## src/iakr_pkg.sv

```systemverilog
// Package: constants, states and carriers for interrupt acknowledge and key return
package iakr_pkg;
    localparam int NUM_SRC = 10;
    localparam int KEY_PINS = 8;
    localparam int KR_SRC = 7;
    localparam int IDX_W = 4;

    localparam logic [7:0] OFF_REQ_LO = 8'h00;
    localparam logic [7:0] OFF_REQ_HI = 8'h01;
    localparam logic [7:0] OFF_MASK_LO = 8'h04;
    localparam logic [7:0] OFF_MASK_HI = 8'h05;
    localparam logic [7:0] OFF_KEY_SEL = 8'h08;
    localparam logic [7:0] OFF_CTRL = 8'h0C;
    localparam logic [7:0] OFF_STAT = 8'h0D;

    localparam logic [9:0] RST_REQ = 10'h000;
    localparam logic [9:0] RST_MASK = 10'h3FF;
    localparam logic [7:0] RST_KEY_SEL = 8'h00;
    localparam logic RST_IE = 1'b0;
    localparam logic [7:0] KEY_SEL_RSVD = 8'h0E;
    localparam logic [5:0] MASK_HI_FILL = 6'h3F;

    localparam int CTRL_IE_BIT = 0;
    localparam int STAT_BUSY_BIT = 0;
    localparam int STAT_NMI_BIT = 1;
    localparam int STAT_HOLD_BIT = 2;

    localparam logic [15:0] NMI_VEC = 16'h0004;
    localparam logic [15:0] VEC_BASE = 16'h0004;

    // Request-to-service window; the core's instruction timing sets the actual figure
    localparam int LAT_MIN_CLK = 9;
    localparam int LAT_MAX_CLK = 19;

    typedef enum logic [1:0] {
        ST_IDLE = 2'b00,
        ST_PSW = 2'b01,
        ST_PC = 2'b10,
        ST_VEC = 2'b11
    } iakr_state_t;

    typedef struct packed {
        logic valid;
        logic [15:0] data;
    } iakr_push_t;

    typedef struct packed {
        logic load;
        logic nmi;
        logic [15:0] addr;
    } iakr_vec_t;

    function automatic logic [7:0] key_enables(input logic [7:0] sel);
        return {sel[7:4], {4{sel[0]}}};
    endfunction

    function automatic logic [15:0] vector_of(input logic [IDX_W-1:0] idx);
        return VEC_BASE + {11'h000, idx, 1'b0};
    endfunction
endpackage

```

## src/iakr_keyret.sv

```systemverilog
// Key return falling-edge detector with pin synchronisers
`timescale 1ns/1ps
module iakr_keyret
    import iakr_pkg::*;
(
    // Clock and reset
    input wire logic clk,
    input wire logic rst_n,
    // Pins and selection
    input wire logic [7:0] pin_in,
    input wire logic [7:0] sel,
    // Event
    output logic evt
);
    logic [7:0] s1_q;
    logic [7:0] s2_q;
    logic [7:0] s3_q;
    logic [7:0] en;

    always_ff @(posedge clk) begin
        if (!rst_n) begin
            s1_q <= 8'hFF;
            s2_q <= 8'hFF;
            s3_q <= 8'hFF;
        end else begin
            s1_q <= pin_in;
            s2_q <= s1_q;
            s3_q <= s2_q;
        end
    end

    assign en = key_enables(sel);
    // All selected pins high before, one now low; a held-low pin masks others
    assign evt = (&(s3_q | ~en)) & (|(~s2_q & en));

    property p_kr_low_blocks;
        @(posedge clk) disable iff (!rst_n)
        (|(~s3_q & en)) |-> !evt;
    endproperty
    a_kr_low_blocks: assert property (p_kr_low_blocks) else $error("event while pin low");

    property p_kr_cause;
        @(posedge clk) disable iff (!rst_n)
        evt |-> (|(s3_q & ~s2_q & en));
    endproperty
    a_kr_cause: assert property (p_kr_cause) else $error("event without selected edge");
endmodule

```

## src/iakr_arbiter.sv

```systemverilog
// Fixed-priority pick among eligible maskable requests
`timescale 1ns/1ps
module iakr_arbiter
    import iakr_pkg::*;
(
    // Flags
    input wire logic [NUM_SRC-1:0] flags,
    input wire logic [NUM_SRC-1:0] masks,
    // Pick
    output logic any,
    output logic [IDX_W-1:0] idx
);
    logic [NUM_SRC-1:0] elig;

    assign elig = flags & ~masks;
    assign any = |elig;

    // Lowest index is level 0, the highest priority
    always_comb begin
        idx = '0;
        for (int i = NUM_SRC - 1; i >= 0; i--) begin
            if (elig[i]) begin
                idx = IDX_W'(i);
            end
        end
    end
endmodule

```

## src/iakr_top.sv

```systemverilog
// Interrupt acknowledge sequencer with key return detection
// Operation
// - Low select bit enables pins 0-3 group
// - Select bits 4-7 enable matching pin
// - Selected pins pulled up in input mode
// - Any selected pin low blocks new events
// - Non-maskable ignores enable, beats maskable
// - Non-maskable: push status, PC, clear, vector
// - New non-maskable preempts non-maskable handler
// - Eligible when flag set, mask clear, enabled
// - Request to service 9 to 19 clocks; not enforced here, latency follows the core's instruction timing
// - Simultaneous requests taken highest priority first
// - Blocked requests stay pending until acceptable
// - Maskable: push status, PC, clear, own vector
// - Flag before last clock: accept at end
// - Flag at last clock: after next instruction
// - Flag register access holds off one instruction
// - Maskable nesting only when handler re-enabled interrupts
// - Flag cleared on accept, reset, or write
// - Priority levels run 0 high to 9
//
// The register offsets and the strobed register port were decided locally.
`timescale 1ns/1ps
module iakr_top
    import iakr_pkg::*;
(
    // Clock and reset
    input wire logic clk,
    input wire logic rst_n,
    // Register port
    input wire logic [7:0] reg_addr,
    input wire logic [7:0] reg_wdata,
    input wire logic reg_wr,
    input wire logic reg_rd,
    output logic [7:0] reg_rdata,
    // Request sources
    input wire logic [NUM_SRC-1:0] src_req,
    input wire logic nmi_req,
    // Key pins
    input wire logic [7:0] key_pin_in,
    input wire logic [7:0] key_pin_out_mode,
    output logic [7:0] key_pullup_en,
    // Core
    input wire logic instr_end,
    input wire logic enable_ints_instr,
    input wire logic disable_ints_instr,
    input wire logic return_from_handler,
    input wire logic restore_enable,
    input wire logic [7:0] core_psw,
    input wire logic [15:0] core_pc,
    output iakr_push_t push,
    output iakr_vec_t vec,
    output logic global_enable,
    output logic svc_busy
);
    iakr_state_t st_q;
    logic [NUM_SRC-1:0] flags_q;
    logic [NUM_SRC-1:0] flags_d;
    logic [NUM_SRC-1:0] mask_q;
    logic [NUM_SRC-1:0] sets;
    logic [7:0] key_sel_q;
    logic ie_q;
    logic nmi_pend_q;
    logic hold_q;
    logic nmi_q;
    logic [15:0] vaddr_q;
    logic [7:0] rdata_q;
    logic [7:0] pullup_q;
    iakr_push_t push_q;
    iakr_vec_t vec_q;
    logic busy_q;
    logic kr_evt;
    logic arb_any;
    logic [IDX_W-1:0] arb_idx;
    logic flag_hit;
    logic blocked;
    logic gate_open;
    logic nmi_take;
    logic mi_take;
    logic take;
    logic [7:0] rmux;

    iakr_keyret iakr_keyret_inst (
        .clk(clk),
        .rst_n(rst_n),
        .pin_in(key_pin_in),
        .sel(key_sel_q),
        .evt(kr_evt)
    );

    iakr_arbiter iakr_arbiter_inst (
        .flags(flags_q),
        .masks(mask_q),
        .any(arb_any),
        .idx(arb_idx)
    );

    // Any touch of a flag or mask register, by read or write
    assign flag_hit = (reg_wr | reg_rd) & ((reg_addr == OFF_REQ_LO) |
        (reg_addr == OFF_REQ_HI) | (reg_addr == OFF_MASK_LO) |
        (reg_addr == OFF_MASK_HI));

    // Accessing instruction and its own end are both held off
    assign blocked = hold_q | flag_hit;

    // Only flags already set before this last clock are seen here
    // Acceptance only at instruction ends; latency follows the core's timing
    assign gate_open = instr_end & ~blocked & (st_q == ST_IDLE);

    assign nmi_take = gate_open & nmi_pend_q;
    assign mi_take = gate_open & ~nmi_pend_q & ie_q & arb_any;
    assign take = nmi_take | mi_take;

    // Hold spans the accessing instruction up to its end
    always_ff @(posedge clk) begin
        if (!rst_n) begin
            hold_q <= 1'b0;
        end else if (instr_end) begin
            hold_q <= 1'b0;
        end else if (flag_hit) begin
            hold_q <= 1'b1;
        end
    end

    // Hardware events, key return routed into its own slot
    always_comb begin
        sets = src_req;
        sets[KR_SRC] = kr_evt;
    end

    // Write, then clear on acceptance, then set: a new event always wins
    always_comb begin
        flags_d = flags_q;
        if (reg_wr && reg_addr == OFF_REQ_LO) begin
            flags_d[7:0] = reg_wdata;
        end
        if (reg_wr && reg_addr == OFF_REQ_HI) begin
            flags_d[9:8] = reg_wdata[1:0];
        end
        if (mi_take) begin
            flags_d[arb_idx] = 1'b0;
        end
        flags_d = flags_d | sets;
    end

    always_ff @(posedge clk) begin
        if (!rst_n) begin
            flags_q <= RST_REQ;
        end else begin
            flags_q <= flags_d;
        end
    end

    always_ff @(posedge clk) begin
        if (!rst_n) begin
            mask_q <= RST_MASK;
        end else if (reg_wr && reg_addr == OFF_MASK_LO) begin
            mask_q[7:0] <= reg_wdata;
        end else if (reg_wr && reg_addr == OFF_MASK_HI) begin
            mask_q[9:8] <= reg_wdata[1:0];
        end
    end

    // Reserved select bits are forced low regardless of what is written
    always_ff @(posedge clk) begin
        if (!rst_n) begin
            key_sel_q <= RST_KEY_SEL;
        end else if (reg_wr && reg_addr == OFF_KEY_SEL) begin
            key_sel_q <= reg_wdata & ~KEY_SEL_RSVD;
        end
    end

    // Pull-up only on selected pins that are inputs; detection is unaffected
    always_ff @(posedge clk) begin
        if (!rst_n) begin
            pullup_q <= 8'h00;
        end else begin
            pullup_q <= key_enables(key_sel_q) & ~key_pin_out_mode;
        end
    end

    // Non-maskable pending: a new request beats the clear of acceptance
    always_ff @(posedge clk) begin
        if (!rst_n) begin
            nmi_pend_q <= 1'b0;
        end else if (nmi_req) begin
            nmi_pend_q <= 1'b1;
        end else if (nmi_take) begin
            nmi_pend_q <= 1'b0;
        end
    end

    // Acceptance clears the enable ahead of any instruction effect
    always_ff @(posedge clk) begin
        if (!rst_n) begin
            ie_q <= RST_IE;
        end else if (take) begin
            ie_q <= 1'b0;
        end else if (enable_ints_instr) begin
            ie_q <= 1'b1;
        end else if (disable_ints_instr) begin
            ie_q <= 1'b0;
        end else if (return_from_handler) begin
            ie_q <= restore_enable;
        end else if (reg_wr && reg_addr == OFF_CTRL) begin
            ie_q <= reg_wdata[CTRL_IE_BIT];
        end
    end

    // Save status word, then program counter, then branch
    always_ff @(posedge clk) begin
        if (!rst_n) begin
            st_q <= ST_IDLE;
            busy_q <= 1'b0;
            nmi_q <= 1'b0;
            vaddr_q <= 16'h0000;
            push_q <= '0;
            vec_q <= '0;
        end else begin
            case (st_q)
                ST_IDLE: begin
                    vec_q.load <= 1'b0;
                    if (take) begin
                        st_q <= ST_PSW;
                        busy_q <= 1'b1;
                        nmi_q <= nmi_take;
                        vaddr_q <= nmi_take ? NMI_VEC : vector_of(arb_idx);
                        push_q <= '{valid: 1'b1, data: {8'h00, core_psw}};
                    end
                end
                ST_PSW: begin
                    st_q <= ST_PC;
                    push_q <= '{valid: 1'b1, data: core_pc};
                end
                ST_PC: begin
                    st_q <= ST_VEC;
                    push_q.valid <= 1'b0;
                    vec_q <= '{load: 1'b1, nmi: nmi_q, addr: vaddr_q};
                end
                ST_VEC: begin
                    st_q <= ST_IDLE;
                    busy_q <= 1'b0;
                    vec_q.load <= 1'b0;
                end
                default: begin
                    st_q <= ST_IDLE;
                    busy_q <= 1'b0;
                end
            endcase
        end
    end

    always_comb begin
        case (reg_addr)
            OFF_REQ_LO: rmux = flags_q[7:0];
            OFF_REQ_HI: rmux = {6'h00, flags_q[9:8]};
            OFF_MASK_LO: rmux = mask_q[7:0];
            OFF_MASK_HI: rmux = {MASK_HI_FILL, mask_q[9:8]};
            OFF_KEY_SEL: rmux = key_sel_q;
            OFF_CTRL: rmux = {7'h00, ie_q};
            OFF_STAT: rmux = {5'h00, hold_q, nmi_pend_q, busy_q};
            default: rmux = 8'h00;
        endcase
    end

    // Data valid only in the cycle after the read strobe
    always_ff @(posedge clk) begin
        if (!rst_n) begin
            rdata_q <= 8'h00;
        end else begin
            rdata_q <= reg_rd ? rmux : 8'h00;
        end
    end

    assign reg_rdata = rdata_q;
    assign key_pullup_en = pullup_q;
    assign push = push_q;
    assign vec = vec_q;
    assign global_enable = ie_q;
    assign svc_busy = busy_q;

    property p_kr_flag;
        @(posedge clk) disable iff (!rst_n)
        kr_evt |=> flags_q[KR_SRC];
    endproperty
    a_kr_flag: assert property (p_kr_flag) else $error("key event lost");

    property p_nmi_first;
        @(posedge clk) disable iff (!rst_n)
        (gate_open && nmi_pend_q) |=> (st_q == ST_PSW) && nmi_q ##2 vec_q.load && vec_q.nmi;
    endproperty
    a_nmi_first: assert property (p_nmi_first) else $error("nmi not taken first");

    property p_seq;
        @(posedge clk) disable iff (!rst_n)
        take |=> push_q.valid && push_q.data == {8'h00, $past(core_psw)}
            ##1 push_q.valid && push_q.data == $past(core_pc)
            ##1 !push_q.valid && vec_q.load;
    endproperty
    a_seq: assert property (p_seq) else $error("save order wrong");

    property p_ie_clr;
        @(posedge clk) disable iff (!rst_n)
        take |=> !ie_q;
    endproperty
    a_ie_clr: assert property (p_ie_clr) else $error("enable not cleared");

    property p_masked_gate;
        @(posedge clk) disable iff (!rst_n)
        (vec_q.load && !vec_q.nmi) |-> $past(ie_q, 3) && !$past(mask_q[arb_idx], 3);
    endproperty
    a_masked_gate: assert property (p_masked_gate) else $error("ineligible vectored");

    property p_hold;
        @(posedge clk) disable iff (!rst_n)
        (instr_end && (hold_q || flag_hit) && st_q == ST_IDLE) |=> st_q == ST_IDLE;
    endproperty
    a_hold: assert property (p_hold) else $error("accepted during hold");

    property p_ack_clr;
        @(posedge clk) disable iff (!rst_n)
        (mi_take && !sets[arb_idx]) |=> !flags_q[$past(arb_idx)];
    endproperty
    a_ack_clr: assert property (p_ack_clr) else $error("flag kept after accept");

    property p_prio;
        @(posedge clk) disable iff (!rst_n)
        mi_take |-> ((flags_q & ~mask_q) & ((10'h001 << arb_idx) - 10'h001)) == 10'h000;
    endproperty
    a_prio: assert property (p_prio) else $error("lower priority taken");

    property p_vec_addr;
        @(posedge clk) disable iff (!rst_n)
        mi_take |-> ##3 vec_q.addr == vector_of($past(arb_idx, 3));
    endproperty
    a_vec_addr: assert property (p_vec_addr) else $error("wrong vector");
endmodule

```

## config.mk

```make
export PLATFORM = sky130hd
export DESIGN_NAME = iakr_top
export DESIGN_NICKNAME = d
export VERILOG_FILES = /design/src/iakr_pkg.sv /design/src/iakr_keyret.sv /design/src/iakr_arbiter.sv /design/src/iakr_top.sv
export SDC_FILE = /design/constraint.sdc
export NUM_CORES = 1
export LEC_CHECK = 0
export BUFFER_PORTS_ARGS = -buffer_cell sky130_fd_sc_hd__buf_2
export CORE_MARGIN = 3
export CORE_UTILIZATION = 25
export DETAILED_ROUTE_END_ITERATION = 6
export PLACE_DENSITY = 0.48
export SLEW_MARGIN = 20
export SYNTH_ARGS = -nofsm -noshare
export SYNTH_HDL_FRONTEND = slang
export SYNTH_SLANG_ARGS = --single-unit
```

## constraint.sdc

```tcl
create_clock -name clk -period 2.05 [get_ports clk]
set_input_delay 0.1025 -clock clk [delete_from_list [all_inputs] [get_ports clk]]
set_output_delay 0.1025 -clock clk [all_outputs]
set_load 0.01 [all_outputs]
```

**After elaboration in Yosys (flattened, before gate mapping)**

Cells that the tools add are included.

- Flip-flop bits (word level): 123
- Bits of input ports: 76

- Add/sub/neg operators: 1
- Order comparisons: 2
- Eq/ne operators: 10
- Multiplexer cells: 31
- Bitwise logic cells: 29
- Reductions and logical operators: 27

Operators with widths:

| kind | number |
|---|---|
| case mux 8 bit (7 select lines) | 1 |
| 2-to-1 mux 4 bit | 10 |
| case mux 16 bit (2 select lines) | 1 |
| equality test 8 x 4 -> 1 bit, second input constant | 3 |
| NOT 8 bit | 3 |
| AND 10 bit | 2 |
| NOT 10 bit | 2 |
| 2-to-1 mux 17 bit | 1 |
| AND 8 bit | 2 |
| equality test 8 x 3 -> 1 bit, second input constant | 2 |
| AND reduction 2 bit | 6 |
| 2-to-1 mux 10 bit | 1 |
| OR 10 bit | 1 |
| OR reduction 10 bit | 1 |
| AND 1 bit | 8 |
| equality test 8 x 1 -> 1 bit, second input constant | 1 |
| logical NOT 8 bit | 1 |
| 2-to-1 mux 1 bit | 8 |
| 2-to-1 mux 8 bit | 1 |
| OR 8 bit | 1 |
| case mux 2 bit (4 select lines) | 1 |
| AND reduction 8 bit | 1 |
| nonzero test 2 bit | 4 |
| OR reduction 8 bit | 1 |
| 18 further kinds | 37 |

**Depth between registers and ports, before layout**

- Word-level depth: 20
- Depth in mapped cells: 8

**Modules after synthesis**

Synthesis repeated with hierarchy kept, for this count alone.

- Cell total of the unflattened synthesis: 485
- Area total of the unflattened synthesis: 4589.4 um^2

By module, submodules not included:

| module | times used | cells each | area each (um^2) | seq. area each (um^2) |
|---|---|---|---|---|
| iakr_top | 1 | 392 | 3684.8 | 1541.5 |
| iakr_keyret | 1 | 64 | 740.7 | 480.5 |
| iakr_arbiter | 1 | 29 | 163.9 | 0.0 |

**Least setup slack after synthesis**

Ideal clock, no wire load.

- Path type: register to register
- From: register st_q[0]
- To: register push_q (netlist bit push[0])
- Library setup time: 138 ps
- Arrival: 1548 ps
- Data required time: 1912 ps
- Path slack: 364 ps
- Cell stages (with the launch flop): 8
- Path buffers: 1
- Period minus slack after synthesis: 1686 ps
- Path through: dfxtp_1 inv_1 ha_1 buf_2 inv_1 nand2_1 o31ai_4 a211oi_1

- Word-level cells in the longest chain between the ends: 8

Ends and longest elaborated chain:

| what | line | text |
|---|---|---|
| start: declaration | iakr_top.sv:56 | `iakr_state_t st_q;` |
| start signal: assignment | iakr_top.sv:213 | `st_q <= ST_IDLE;` |
| start signal: assignment | iakr_top.sv:224 | `st_q <= ST_PSW;` |
| start signal: assignment | iakr_top.sv:232 | `st_q <= ST_PC;` |
| logical NOT 2 bit | iakr_top.sv:108, iakr_top.sv:220 |  |
| AND 1 bit | iakr_top.sv:108 | `assign gate_open = instr_end & ~blocked & (st_q == ST_IDLE);` |
| AND 1 bit (3 in a row) | iakr_top.sv:111 | `assign mi_take = gate_open & ~nmi_pend_q & ie_q & arb_any;` |
| OR 1 bit | iakr_top.sv:112 | `assign take = nmi_take \| mi_take;` |
| != test 2 bit (no line) | n/a |  |
| AND reduction 2 bit (no line) | n/a |  |
| end signal: assignment | iakr_top.sv:228 | `push_q <= '{valid: 1'b1, data: {8'h00, core_psw}};` |
| end signal: assignment | iakr_top.sv:233 | `push_q <= '{valid: 1'b1, data: core_pc};` |
| end: declaration | iakr_top.sv:69 | `iakr_push_t push_q;` |

Parallel ways exist; a longest one is shown, timed or not.
A chain may end at the register's enable or synchronous reset.

**Worst setup path in the final report**

- From: register flags_q[8]
- To: register flags_q[2]

- Word-level cells in the longest chain between the ends: 18

Ends and longest elaborated chain:

| what | line | text |
|---|---|---|
| start: declaration | iakr_top.sv:57 | `logic [NUM_SRC-1:0] flags_q;` |
| start signal: assignment | iakr_top.sv:150 | `flags_q <= flags_d;` |
| AND 10 bit * | iakr_arbiter.sv:15 | `assign elig = flags & ~masks;` |
| 2-to-1 mux 4 bit (9 in a row) | iakr_arbiter.sv:22 | `if (elig[i]) begin` |
| < comparator 4 x 5 -> 1 bit (not written as such) or greater-or-equal comparator 4 x 1 -> 1 bit (tied branches) | iakr_top.sv:141 | `flags_d[arb_idx] = 1'b0;` |
| logical AND 1 bit (not written as such) | iakr_top.sv:141 |  |
| 2-to-1 mux 1 bit (not written as such) | iakr_top.sv:141 |  |
| demux 1 bit (select 4 bit) | iakr_top.sv:141 |  |
| NOT 10 bit (no line) | n/a |  |
| AND 10 bit (no line) | n/a |  |
| 2-to-1 mux 10 bit * | iakr_top.sv:140 | `if (mi_take) begin` |
| OR 10 bit * | iakr_top.sv:143 | `flags_d = flags_d \| sets;` |

Every way passes the cells marked *; elsewhere a longest branch is shown, timed or not.

==> flow_summary_export.csv <==
group,metric,value,unit
place,place_inst,814,
setup_path,end_kind,"flip-flop",
timing,setup_viol,0,
floorplanning,io_pins,129,
power_and_ir_drop,max-vdd-ir-drop,436,uV
yosys,synth.area.top_cells,"dfxtp_1 44%, mux2i_1 5.3%, nand2b_1 4.4%, nand3_1 4.3%, nand2_1 3.4%",
setup_path,slowest_delay,0.38,ns
floorplanning,start_util,0.260,
timing,fin_setup_tns,0,ns
yosys,syn_avg_cell_area,9.22,um^2
run,max_cap_violations,0,
outcome,status,"complete, no violations",
drt,ant_nets,0,
layout,fin_util,0.339,
yosys,yosysSeqAreaShare,0.444,
setup_path,crit_chain,"nor2b_1 > o221ai_1 > a311o_1 > nor2b_1 > o311a_1",
grt,grtUsageTotal,0.133,
yosys,synth-seq-cells,101,
layout,stdcell_count,859,
setup_path,slowest_stage,"o311a_1",
layout,nFillCells,1851,
power_and_ir_drop,power_density,881,nW/um^2
grt,met1_usage,0.165,
timing,post-route-period-util,0.938,
setup_path,crit_fanout,4,
layout,layout-drive-gt1-share,0.268,
layout,area_growth_syn_to_layout,30.7,%
drt,vias_per_cell,4.74,
yosys,yosysWarnings,0,
place,io_buffers,116,
clock_tree,numCtsBuffers,9,
grt,grt_pass1_vias,3977,
timing,rsz0062_at_grt,"false",
grt,gr-total-overflow,0,
timing,worst_pin_slew,0.587,ns
yosys,synth_edf_count,0,
layout,layout_commonest_cell,"buf_2",
timing,maxSlewHeadroom,0.608,
setup_path,cp-start-kind,"flip-flop",
layout,diodes,0,
clock_tree,clkTransAtPathRegs,0.07,ns
setup_path,critPathRequiredTime,2.29,ns
grt,grtUsageMet3,0.0380,
power_and_ir_drop,p_leak,0.00252,uW
grt,use_met2,0.229,
grt,grt_start_max_net_pins,57,
timing,hold-worst-slack,0.0193,ns
drt,drc,0,
clock_tree,clockBufferDepth,2,
clock_tree,clock_latency,0.35,ns
drt,drt_pass1_iterations,4,
floorplanning,core,17500,um^2
floorplanning,die_h,141,um
grt,antenna_found_initial,0,
clock_tree,cts_max_level,3,
yosys,syn-cell-area,4550,um^2
yosys,synth_top_area_frac,0.444,
setup_path,crit_arrival,2.16,ns
yosys,netlist_instances,494,
floorplanning,die_area,19900,um^2
setup_path,crit_top_cell,"nor2b_1",
drt,avgRoutedWirePerCell,15.4,um
grt,grt_busiest_layer,"met2",
floorplanning,row_count,48,
drt,drtIter0Drc,207,
clock_tree,cts_tree,"built",
yosys,yosys.area.top_type,"dfxtp_1",
layout,layout_common_cells,"116 x buf_2, 101 x dfxtp_1, 40 x nand2_1, 39 x nand3_1, 32 x nand2b_1",
timing,fin_skew,0.0109,ns
yosys,async_flop_share,0,
clock_tree,cts-root-buf,"clkbuf_16",
clock_tree,clock_sink_count,101,
yosys,ys.flop_type,"dfxtp_1",
drt,vias,4070,
yosys,ys_types,61,
grt,grt_pass1_wl,21000,um
timing,drv_slew,0,
drt,drt-total-wl,13300,um
timing,hold_viol_final,0,
timing,fin_crit,1.92,ns
place,dp_hpwl,9920,um
setup_path,path_class,"flip-flop to flip-flop",
timing,max_freq,520,MHz
layout,nNetsFinal,713,
floorplanning,fp.dieW,141,um
place,gp_congestion,0.800,
worst_hold_path,min_path_type,"primary input to flip-flop",
[synth_stat cells, drive strengths merged (2+ instances only)]
cell and count:
dfxtp 101, nand2 41, nand3 39, nand2b 32, nor2 31, buf 26
mux2i 24, inv 19, a21oi 16, clkbuf 16, o22ai 13, a31oi 12
a211oi 10, nor2b 10, nor3 10, o21ai 10, a311oi 9, nand4 9
ha 8, a221oi 6, mux2 5, o211ai 5, and2 4, nor4 4
nor4b 3, o311a 3, a211o 2, a31o 2, and4 2, and4b 2
o211a 2, o21a 2
[registers in the layout (all words and copies together), names as in the netlist, 2 cells and up]
signal,count
push,17
flags_q,10
mask_q,10
iakr_keyret_inst.s1_q,8
iakr_keyret_inst.s2_q,8
iakr_keyret_inst.s3_q,8
key_pullup_en,8
reg_rdata,8
vec,7
key_sel_q,5
vaddr_q,5
st_q,2
[through the flow]
stage	cell area, um^2	total power (uW)	setup WS [ns]
after CTS	5900	5290	0.0538
after detailed placement	5320	3430	0.0506
final	5950	5240	0.127
after global placement	5320	3390	0.141
after floorplan	4590	3040	0.364
after global routing	5950	5510	0.0222
[cell type report]
cell class	instances	area (um^2)	area share
Timing Repair Buffer	156	971	0.163
Clock inverter	4	55.1	0.00925
Clock buffer	12	267	0.0448
Multi-Input combinational cell	342	2280	0.384
Sequential cell	101	2020	0.340
Tap cell	225	282	0.0473
Inverter	19	71.3	0.0120
[path summary, 6_finish.rpt]
path	cells past startpoint	slack (ns)	start	to
max	5	0.13	flags_q[8]$_SDFF_PN0_	flags_q[2]$_SDFF_PN0_
min reg2reg	1	0.41	iakr_keyret_inst.s1_q[1]$_SDFF_PN1_	iakr_keyret_inst.s2_q[1]$_SDFF_PN1_
min	3	0.02	src_req[8]	flags_q[8]$_SDFF_PN0_
max reg2reg	5	0.13	flags_q[8]$_SDFF_PN0_	flags_q[2]$_SDFF_PN0_
[cell families after synthesis]
family,synth area share
adder cells (fa/ha/maj),0.0220
buffers and inverters,0.0676
AND/OR/NAND/NOR,0.233
multiplexers,0.0651
AO/OA/AOI/OAI,0.166
flip-flops,0.444
XOR/XNOR,0.00192
other,0.000823
[layer usage]
metal  wire [um]  up-vias
met5           0        -
met1        6020     1941
met3         679       12
met4         155        0
met2        6400      100
li1            -     2017
[critical path, delay by kind of cell (launching register included)]
kind | cells | cell delay (ns)
compound gates | 3 | 0.90
simple gates | 2 | 0.58
flops | 1 | 0.34
[power by group]
part	total [uW]	switching (uW)	internal [uW]
combinational	1220	705	516
sequential	2220	105	2110
clock	1810	754	1050
total	5240	1560	3680
[timing repair]
action	in CTS	in global routing
buffers inserted	0	3
endpoints found under the hold margin	26	0
endpoints found under the setup margin	0	19
resized for setup	0	4
hold buffers	26	0
No activity file was read; power rests on OpenSTA's default activity.
